File: src/design/cebc_map.svh
// Constants of the CPU external bus control block
`ifndef CEBC_MAP_SVH
`define CEBC_MAP_SVH
`define CEBC_ADDR_W        24
`define CEBC_DATA_W        8
`define CEBC_CLK_NS        20
`define CEBC_RST_DRIVE_NS  200
`define CEBC_RST_DRIVE_CYC ((`CEBC_RST_DRIVE_NS + `CEBC_CLK_NS - 1) / `CEBC_CLK_NS)
`define CEBC_RST_CNT_W     4
`define CEBC_STROBE_IDLE   1'b1
`endif

File: src/design/cebc_pkg.sv
// Types of the CPU external bus control block
`include "cebc_map.svh"
package cebc_pkg;
    typedef enum logic [2:0] {
        ST_IDLE, ST_T1, ST_T2, ST_T3, ST_FLOAT, ST_GRANT, ST_RESUME
    } cebc_state_t;

    typedef struct packed {
        cebc_state_t                  state;
        logic [`CEBC_ADDR_W-1:0]      addr;
        logic [`CEBC_DATA_W-1:0]      dout;
        logic [`CEBC_DATA_W-1:0]      rdata;
        logic                         data_oe;
        logic                         ctl_oe;
        logic                         mem_access_strobe_n_n;
        logic                         io_access_strobe_n_n;
        logic                         rd_n;
        logic                         wr_n;
        logic                         fetch;
        logic                         bus_hold_grant_n_n;
        logic                         halt_n;
        logic                         done;
        logic [`CEBC_ADDR_W-1:0]      ext_addr;
        logic                         ext_mem_access_strobe_n_n;
        logic                         ext_io_access_strobe_n_n;
        logic                         rst_oe;
        logic                         rst_o;
        logic [`CEBC_RST_CNT_W-1:0]   rst_cnt;
        logic                         core_rst;
    } cebc_bus_state_t;

    typedef struct packed {
        logic nmi_prev;
        logic pend;
        logic take_nmi;
        logic take_irq;
    } cebc_nmi_state_t;
endpackage

File: src/design/cebc_int_if.sv
// Interrupt hand-off between bus control and the NMI unit
`timescale 1ns/100ps
interface cebc_int_if;
    logic nmi_n;
    logic irq;
    logic ie;
    logic instr_end;
    logic take_nmi;
    logic take_irq;
    modport ctrl (output nmi_n, irq, ie, instr_end, input take_nmi, take_irq);
    modport unit (input nmi_n, irq, ie, instr_end, output take_nmi, take_irq);
endinterface

File: src/design/cebc_bus_ctrl.sv
// CPU external bus control: cycles, wait, bus hand-off, halt, reset pin
`timescale 1ns/100ps
`include "cebc_map.svh"
module cebc_bus_ctrl
#(
    parameter int ADDR_W = `CEBC_ADDR_W,
    parameter int DATA_W = `CEBC_DATA_W
)
(
    input  wire logic              ref_clk_i,
    input  wire logic              arst_n_i,
    input  wire logic              cpu_req_i,
    input  wire logic              cpu_io_i,
    input  wire logic              cpu_wr_i,
    input  wire logic              cpu_fetch_i,
    input  wire logic [ADDR_W-1:0] cpu_addr_i,
    input  wire logic [DATA_W-1:0] cpu_wdata_i,
    output logic                   cpu_done_o,
    output logic [DATA_W-1:0]      cpu_rdata_o,
    input  wire logic              cpu_halt_i,
    input  wire logic              cpu_wake_i,
    input  wire logic              cpu_instr_end_i,
    input  wire logic              cpu_irq_i,
    input  wire logic              cpu_ie_i,
    input  wire logic              int_rst_req_i,
    output logic                   nmi_take_o,
    output logic                   irq_take_o,
    output logic                   core_rst_o,
    output logic [ADDR_W-1:0]      addr_o,
    output logic                   addr_oe_o,
    input  wire logic [ADDR_W-1:0] addr_i,
    output logic [DATA_W-1:0]      data_o,
    output logic                   data_oe_o,
    input  wire logic [DATA_W-1:0] data_i,
    output logic                   mem_access_strobe_n_o,
    output logic                   mem_access_strobe_oe_o,
    input  wire logic              mem_access_strobe_n_i,
    output logic                   io_access_strobe_n_o,
    output logic                   io_access_strobe_oe_o,
    input  wire logic              io_access_strobe_n_i,
    output logic                   rd_n_o,
    output logic                   rd_oe_o,
    output logic                   wr_n_o,
    output logic                   wr_oe_o,
    output logic                   opcode_fetch_flag_o,
    output logic                   opcode_fetch_flag_oe_o,
    input  wire logic              wait_n_i,
    input  wire logic              bus_hold_request_n_i,
    output logic                   bus_hold_grant_n_o,
    output logic                   halt_sleep_flag_n_o,
    input  wire logic              nmi_n_i,
    input  wire logic              rst_pin_i,
    output logic                   rst_pin_o,
    output logic                   rst_pin_oe_o,
    output logic [ADDR_W-1:0]      ext_addr_o,
    output logic                   ext_mem_strobe_n_o,
    output logic                   ext_io_strobe_n_o
);
    localparam logic [`CEBC_RST_CNT_W-1:0] RST_CYC = `CEBC_RST_CNT_W'(`CEBC_RST_DRIVE_CYC);

    cebc_pkg::cebc_bus_state_t s_r;
    cebc_pkg::cebc_bus_state_t s_nxt;
    cebc_int_if                ints ();

    ////////////////////////////////////////////////////////////////////////
    // Bus pins float at reset, grant and halt flag are driven high; the core reset flop holds the machine idle
    localparam cebc_pkg::cebc_bus_state_t S_RST = '{
        state:      cebc_pkg::ST_IDLE,
        mem_access_strobe_n_n:     `CEBC_STROBE_IDLE,
        io_access_strobe_n_n:     `CEBC_STROBE_IDLE,
        rd_n:       `CEBC_STROBE_IDLE,
        wr_n:       `CEBC_STROBE_IDLE,
        bus_hold_grant_n_n:   1'b1,
        halt_n:     1'b1,
        ext_mem_access_strobe_n_n: 1'b1,
        ext_io_access_strobe_n_n: 1'b1,
        core_rst:   1'b1,
        default:    '0
    };

    ////////////////////////////////////////////////////////////////////////
    always_comb
    begin
        s_nxt      = s_r;
        s_nxt.done = 1'b0;
        // Reset pin: outside low or our own drive resets the core
        if (int_rst_req_i)
        begin
            s_nxt.rst_oe  = 1'b1;
            s_nxt.rst_cnt = RST_CYC;
        end
        else if (s_r.rst_cnt != '0)
        begin
            s_nxt.rst_cnt = s_r.rst_cnt - 1'b1;
        end
        else
        begin
            s_nxt.rst_oe = 1'b0;
        end
        s_nxt.core_rst = ~rst_pin_i | int_rst_req_i;
        // Halt flag: set wins over wake
        if (cpu_halt_i)
            s_nxt.halt_n = 1'b0;
        else if (cpu_wake_i)
            s_nxt.halt_n = 1'b1;
        case (s_r.state)
            cebc_pkg::ST_IDLE:
            begin
                s_nxt.ctl_oe = 1'b1;
                // Hand-off outranks a new CPU cycle
                if (!bus_hold_request_n_i)
                begin
                    s_nxt.ctl_oe = 1'b0;
                    s_nxt.state  = cebc_pkg::ST_FLOAT;
                end
                else if (cpu_req_i && s_r.ctl_oe)
                begin
                    s_nxt.addr    = cpu_addr_i;
                    s_nxt.dout    = cpu_wdata_i;
                    s_nxt.data_oe = cpu_wr_i;
                    s_nxt.mem_access_strobe_n_n  = cpu_io_i;
                    s_nxt.io_access_strobe_n_n  = ~cpu_io_i;
                    s_nxt.rd_n    = cpu_wr_i;
                    s_nxt.wr_n    = ~cpu_wr_i;
                    s_nxt.fetch   = cpu_fetch_i & ~cpu_io_i & ~cpu_wr_i;
                    s_nxt.state   = cebc_pkg::ST_T1;
                end
            end
            cebc_pkg::ST_T1:
                s_nxt.state = cebc_pkg::ST_T2;
            cebc_pkg::ST_T2:
            begin
                // Stretch until the slow party lets go
                if (wait_n_i)
                begin
                    s_nxt.state = cebc_pkg::ST_T3;
                    s_nxt.rdata = data_i;
                end
            end
            cebc_pkg::ST_T3:
            begin
                s_nxt.mem_access_strobe_n_n  = `CEBC_STROBE_IDLE;
                s_nxt.io_access_strobe_n_n  = `CEBC_STROBE_IDLE;
                s_nxt.rd_n    = `CEBC_STROBE_IDLE;
                s_nxt.wr_n    = `CEBC_STROBE_IDLE;
                s_nxt.fetch   = 1'b0;
                s_nxt.data_oe = 1'b0;
                s_nxt.done    = 1'b1;
                s_nxt.state   = cebc_pkg::ST_IDLE;
            end
            cebc_pkg::ST_FLOAT:
            begin
                s_nxt.bus_hold_grant_n_n = 1'b0;
                s_nxt.state    = cebc_pkg::ST_GRANT;
            end
            cebc_pkg::ST_GRANT:
            begin
                s_nxt.ext_addr   = addr_i;
                s_nxt.ext_mem_access_strobe_n_n = mem_access_strobe_n_i;
                s_nxt.ext_io_access_strobe_n_n = io_access_strobe_n_i;
                if (bus_hold_request_n_i)
                begin
                    s_nxt.bus_hold_grant_n_n = 1'b1;
                    s_nxt.state    = cebc_pkg::ST_RESUME;
                end
            end
            cebc_pkg::ST_RESUME:
            begin
                s_nxt.ctl_oe = 1'b1;
                s_nxt.state  = cebc_pkg::ST_IDLE;
            end
            default:
                s_nxt.state = cebc_pkg::ST_IDLE;
        endcase
        // Address, data and strobe pins are released from one cycle after core reset rises until one cycle after it falls; grant and halt flag are driven high
        if (s_r.core_rst)
        begin
            s_nxt.state    = cebc_pkg::ST_IDLE;
            s_nxt.ctl_oe   = 1'b0;
            s_nxt.data_oe  = 1'b0;
            s_nxt.mem_access_strobe_n_n   = `CEBC_STROBE_IDLE;
            s_nxt.io_access_strobe_n_n   = `CEBC_STROBE_IDLE;
            s_nxt.rd_n     = `CEBC_STROBE_IDLE;
            s_nxt.wr_n     = `CEBC_STROBE_IDLE;
            s_nxt.fetch    = 1'b0;
            s_nxt.bus_hold_grant_n_n = 1'b1;
            s_nxt.halt_n   = 1'b1;
        end
    end

    always_ff @(posedge ref_clk_i or negedge arst_n_i)
    begin
        if (!arst_n_i)
            s_r <= S_RST;
        else
            s_r <= s_nxt;
    end

    ////////////////////////////////////////////////////////////////////////
    assign ints.nmi_n     = nmi_n_i;
    assign ints.irq       = cpu_irq_i;
    assign ints.ie        = cpu_ie_i;
    assign ints.instr_end = cpu_instr_end_i;

    cebc_nmi_unit u_nmi
    (
        .ref_clk_i (ref_clk_i),
        .arst_n_i  (arst_n_i),
        .sync_rst_i(s_r.core_rst),
        .ints      (ints.unit)
    );

    assign nmi_take_o             = ints.take_nmi;
    assign irq_take_o             = ints.take_irq;
    assign core_rst_o             = s_r.core_rst;
    assign cpu_done_o             = s_r.done;
    assign cpu_rdata_o            = s_r.rdata;
    assign addr_o                 = s_r.addr;
    assign addr_oe_o              = s_r.ctl_oe;
    assign data_o                 = s_r.dout;
    assign data_oe_o              = s_r.data_oe;
    assign mem_access_strobe_n_o  = s_r.mem_access_strobe_n_n;
    assign mem_access_strobe_oe_o = s_r.ctl_oe;
    assign io_access_strobe_n_o   = s_r.io_access_strobe_n_n;
    assign io_access_strobe_oe_o  = s_r.ctl_oe;
    assign rd_n_o                 = s_r.rd_n;
    assign rd_oe_o                = s_r.ctl_oe;
    assign wr_n_o                 = s_r.wr_n;
    assign wr_oe_o                = s_r.ctl_oe;
    assign opcode_fetch_flag_o    = s_r.fetch;
    assign opcode_fetch_flag_oe_o = s_r.ctl_oe;
    assign bus_hold_grant_n_o     = s_r.bus_hold_grant_n_n;
    assign halt_sleep_flag_n_o    = s_r.halt_n;
    assign rst_pin_o              = s_r.rst_o;
    assign rst_pin_oe_o           = s_r.rst_oe;
    assign ext_addr_o             = s_r.ext_addr;
    assign ext_mem_strobe_n_o     = s_r.ext_mem_access_strobe_n_n;
    assign ext_io_strobe_n_o      = s_r.ext_io_access_strobe_n_n;
endmodule

File: src/design/cebc_nmi_unit.sv
// NMI edge capture and interrupt priority at instruction end
`timescale 1ns/100ps
module cebc_nmi_unit
(
    input  wire logic  ref_clk_i,
    input  wire logic  arst_n_i,
    input  wire logic  sync_rst_i,
    cebc_int_if.unit   ints
);
    cebc_pkg::cebc_nmi_state_t s_r;
    cebc_pkg::cebc_nmi_state_t s_nxt;
    logic                      fell;

    ////////////////////////////////////////////////////////////////////////
    always_comb
    begin
        s_nxt          = s_r;
        fell           = s_r.nmi_prev & ~ints.nmi_n;
        s_nxt.nmi_prev = ints.nmi_n;
        s_nxt.take_nmi = 1'b0;
        s_nxt.take_irq = 1'b0;
        if (ints.instr_end && s_r.pend)
        begin
            s_nxt.take_nmi = 1'b1;
        end
        else if (ints.instr_end && ints.irq && ints.ie)
        begin
            s_nxt.take_irq = 1'b1;
        end
        // A new edge in the taking cycle stays pending
        s_nxt.pend = fell | (s_r.pend & ~(ints.instr_end & s_r.pend));
        if (sync_rst_i)
        begin
            s_nxt = '{nmi_prev: 1'b1, pend: 1'b0, take_nmi: 1'b0, take_irq: 1'b0};
        end
    end

    always_ff @(posedge ref_clk_i or negedge arst_n_i)
    begin
        if (!arst_n_i)
            s_r <= '{nmi_prev: 1'b1, pend: 1'b0, take_nmi: 1'b0, take_irq: 1'b0};
        else
            s_r <= s_nxt;
    end

    assign ints.take_nmi = s_r.take_nmi;
    assign ints.take_irq = s_r.take_irq;
endmodule

File: config.mk
export PLATFORM = sky130hd
export DESIGN_NAME = cebc_bus_ctrl
export DESIGN_NICKNAME = d
export VERILOG_FILES = /design/src/design/cebc_pkg.sv /design/src/design/cebc_int_if.sv /design/src/design/cebc_bus_ctrl.sv /design/src/design/cebc_nmi_unit.sv
export VERILOG_INCLUDE_DIRS = /design/src /design/src/design
export SDC_FILE = /design/constraint.sdc
export NUM_CORES = 1
export LEC_CHECK = 0
export BUFFER_PORTS_ARGS = -buffer_cell sky130_fd_sc_hd__buf_2
export CELL_PAD_IN_SITES_DETAIL_PLACEMENT = 0
export CELL_PAD_IN_SITES_GLOBAL_PLACEMENT = 1
export CORE_MARGIN = 4
export CORE_UTILIZATION = 37
export CTS_CLUSTER_SIZE = 24
export DETAILED_ROUTE_END_ITERATION = 10
export PLACE_DENSITY_LB_ADDON = 0.2
export SETUP_SLACK_MARGIN = 0.15
export SLEW_MARGIN = 5
export SYNTH_ARGS = -nofsm -noshare
export SYNTH_HDL_FRONTEND = slang
export SYNTH_HIERARCHICAL = 1
export SYNTH_SLANG_ARGS = --single-unit
File: constraint.sdc
create_clock -name ref_clk_i -period 2.05 [get_ports ref_clk_i]
set_input_delay 0.205 -clock ref_clk_i [delete_from_list [all_inputs] [get_ports ref_clk_i]]
set_output_delay 0.205 -clock ref_clk_i [all_outputs]
set_load 0.01 [all_outputs]
==> flow_summary.json <==
{
  "syn_nets": 392,
  "synth_cell_types": 37,
  "path_max_fanout": 34,
  "vias": 2486,
  "dp.cells": 537,
  "worst_slew_pin_slew_ps": 517,
  "rows": 37,
  "cts_resized": 0,
  "port_buffers": 166,
  "synth_ff_type": "dfrtp_1",
  "vdd_ir_drop_max_uv": 336,
  "crit_type": "reg2reg",
  "required_ps": 2280,
  "drt_wl_total_um": 7740,
  "first_iter_violations": 40,
  "synth_edf_count": 0,
  "rsz0062_at_grt": "no",
  "drive_gt1_frac": 0.638,
  "die_x_um": 112,
  "finalNetCount": 498,
  "grt_usage": 0.125,
  "syn_to_final_growth_pct": 18.1,
  "finalClockSkew_ps": 11.0,
  "final_max_slew_viol_count": 0,
  "pin_count": 168,
  "core-area_mm2": 0.0105,
  "p_switching_mw": 1.26,
  "power_frac_seq": 0.500,
  "h-tree-depth": 3,
  "power.leakage_nw": 2.36,
  "arrival_ps": 1850,
  "status": "completed",
  "fin_setup_tns_ps": 0,
  "clkLatencyLatePin_ps": 350,
  "clockRootBuffer": "clkbuf_8",
  "grt_max_degree": 51,
  "synth.yosys.warnings": 6,
  "antenna_left": 0,
  "finalSetupViolations": 0,
  "avgViaCountPerCell": 4.47,
  "async_flop_share": 1.00,
  "wire_per_inst_um": 13.9,
  "drc": 0,
  "diodes": 0,
  "max-cap-violations": 0,
  "cts_buffers": 9,
  "grt_pass1_vias": 2609,
  "stdcell_count": 556,
  "switching_share": 0.279,
  "ys_ff_latch": 89,
  "die_y_um": 112,
  "hold_class": "in2reg",
  "final_core_util": 0.454,
  "slew_headroom": 0.654,
  "max_freq_ghz": 0.619,
  "hpwl_um": 5850,
  "fill_cells": 1035,
  "gp_congestion": 0.710,
  "overflow": 0,
  "tritoncts": "done",
  "holdWs_ps": 65.5,
  "finalHoldViolCount": 0,
  "period_minus_slack_ps": 1620,
  "critPathLaunchType": "register",
  "syn_area_mm2": 0.00402,
  "synth-seq-area-share": 0.557,
  "cts_buffer_depth": 2,
  "p_int_mw": 3.26,
  "die_area_mm2": 0.0126,
  "pwr-share-clk": 0.274,
  "netlist_instances": 309,
  "end_kind": "register",
  "start_util": 0.384,
  "synth.avg_cell_area_um2": 13.0,
  "firstDrtPassIters": 4,
  "cts.sinks": 89,
  "power_frac_comb": 0.226,
  "antenna_found_initial": 1,
  "p_per_area_mw_per_mm2": 953,
  "grt_pass1_wl_um": 12900,
  "path_clk_slew_ps": 80,
  "fin_crit_sh": 0.788
}
cell usage in the layout, fill, tap and decap left out, types with 2 or more instances in the layout:
| master | instances |
|---|---|
| buf_2 | 165 |
| dfrtp_1 | 79 |
| mux2_2 | 66 |
| dfstp_2 | 10 |
| clkbuf_8 | 10 |
| nor2_1 | 9 |
| o21ai_0 | 8 |
| nand2b_1 | 6 |
| nand3_1 | 6 |
| inv_1 | 5 |
| a21oi_1 | 4 |
| nor3_1 | 4 |
| buf_4 | 4 |
| or3_1 | 3 |
| o211ai_1 | 3 |
| dlygate4sd3_1 | 3 |
| nor3b_1 | 2 |
| a211o_1 | 2 |
| xnor2_1 | 2 |
| a21boi_0 | 2 |
| inv_6 | 2 |
| clkinvlp_4 | 2 |
| buf_12 | 2 |
cell families after synthesis:
kind of cell               count (synthesis)  share of synthesized area
AOI/OAI and AO/OA                         23                     0.0364
xor gates and xnor gates                   2                    0.00436
adders and majority gates                  1                    0.00311
buffers and inverters                     85                      0.148
DFF                                       89                      0.557
muxes                                     66                      0.185
other                                      1                   0.000933
and+or+nand+nor                           42                     0.0653
cell type report:
cell class              instances  area (um2)  area share
repair buffers                174         926       0.195
inverters                       6        22.5     0.00474
clock buffers                  11         141      0.0298
flip-flops and latches         89        2240       0.472
clock inverters                 5        62.6      0.0132
well taps                     136         170      0.0358
multi-input cells             135        1190       0.250
path summary, 6_finish.rpt:
path | cells past startpoint | to | slack (ps) | startpoint
worst max-delay path | 4 | addr_o[8] | 430 | s_r[85]
worst min-delay path | 2 | wr_n_o | 70 | cpu_wr_i
worst max register to register | 4 | addr_o[8] | 430 | s_r[85]
worst min register to register | 1 | u_nmi/ints.take_irq | 460 | u_nmi/s_r[2]
max in group asynchronous | 3 | mem_access_strobe_n_o | 1150 | arst_n_i
min in group asynchronous | 2 | cpu_rdata_o[5] | 290 | arst_n_i
metal layers:
layer  share of wire  GRT usage
met1            0.42      0.155
met2            0.49      0.208
met3           0.079     0.0410
met4           0.010     0.0409
met5          0.0010          0
flip-flops by register name, summed over array words and instances, names as in the netlist:
signal	count
addr_o	24
ext_addr_o	24
cpu_rdata_o	8
data_o	8
s_r	7
u_nmi/s_r	2
addr_oe_o	1
bus_hold_grant_n_o	1
core_rst_o	1
cpu_done_o	1
data_oe_o	1
ext_io_strobe_n_o	1
ext_mem_strobe_n_o	1
halt_sleep_flag_n_o	1
io_access_strobe_n_o	1
mem_access_strobe_n_o	1
opcode_fetch_flag_o	1
rd_n_o	1
rst_pin_oe_o	1
u_nmi/ints.take_irq	1
u_nmi/ints.take_nmi	1
wr_n_o	1
timing repair:
action	in CTS	in global routing
buffers inserted	0	0
hold buffers	3	0
hold endpoints to repair	22	0
per-stage QoR:
step / setup slack (ps) / power (mW) / cell area (um2)
5_1_grt: 352 / 4.81 / 4750
2_1_floorplan: 491 / 3.25 / 4020
6_report: 435 / 4.52 / 4750
4_1_cts: 434 / 4.62 / 4750
3_3_place_gp: 459 / 3.32 / 4510
3_5_place_dp: 442 / 3.35 / 4510
synthesized netlist by cell type (2+ instances only):
library cell	number	area share
buf_4	71	0.13
nand2b_1	6	0.0093
a21oi_1	4	0.0050
nor3_1	4	0.0050
xnor2_1	2	0.0044
or3_1	3	0.0047
dfrtp_1	79	0.49
dfstp_2	10	0.065
mux2_2	66	0.18
o211ai_1	3	0.0056
nor2_1	9	0.0084
o21ai_0	8	0.010
a21boi_0	2	0.0037
inv_1	5	0.0047
nand3_1	6	0.0075
buf_2	8	0.010
a211o_1	2	0.0044
nor3b_1	2	0.0037
power groups by stage:
stage / Clock, mW / Sequential (mW) / Combinational, mW
finish: 1.24 / 2.26 / 1.02
global route: 1.36 / 2.32 / 1.13
CTS: 1.30 / 2.27 / 1.05
detailed placement: 0 / 2.30 / 1.05
global placement: 0 / 2.29 / 1.03
floorplan: 0 / 2.27 / 0.984
critical path, cell delays in order, from the launching register on:
cell,delay (ps)
dfrtp_1,540
nor3_2,370
nand2_2,110
buf_12,180
mux2_2,290
No activity file was read; power rests on OpenSTA's default activity.
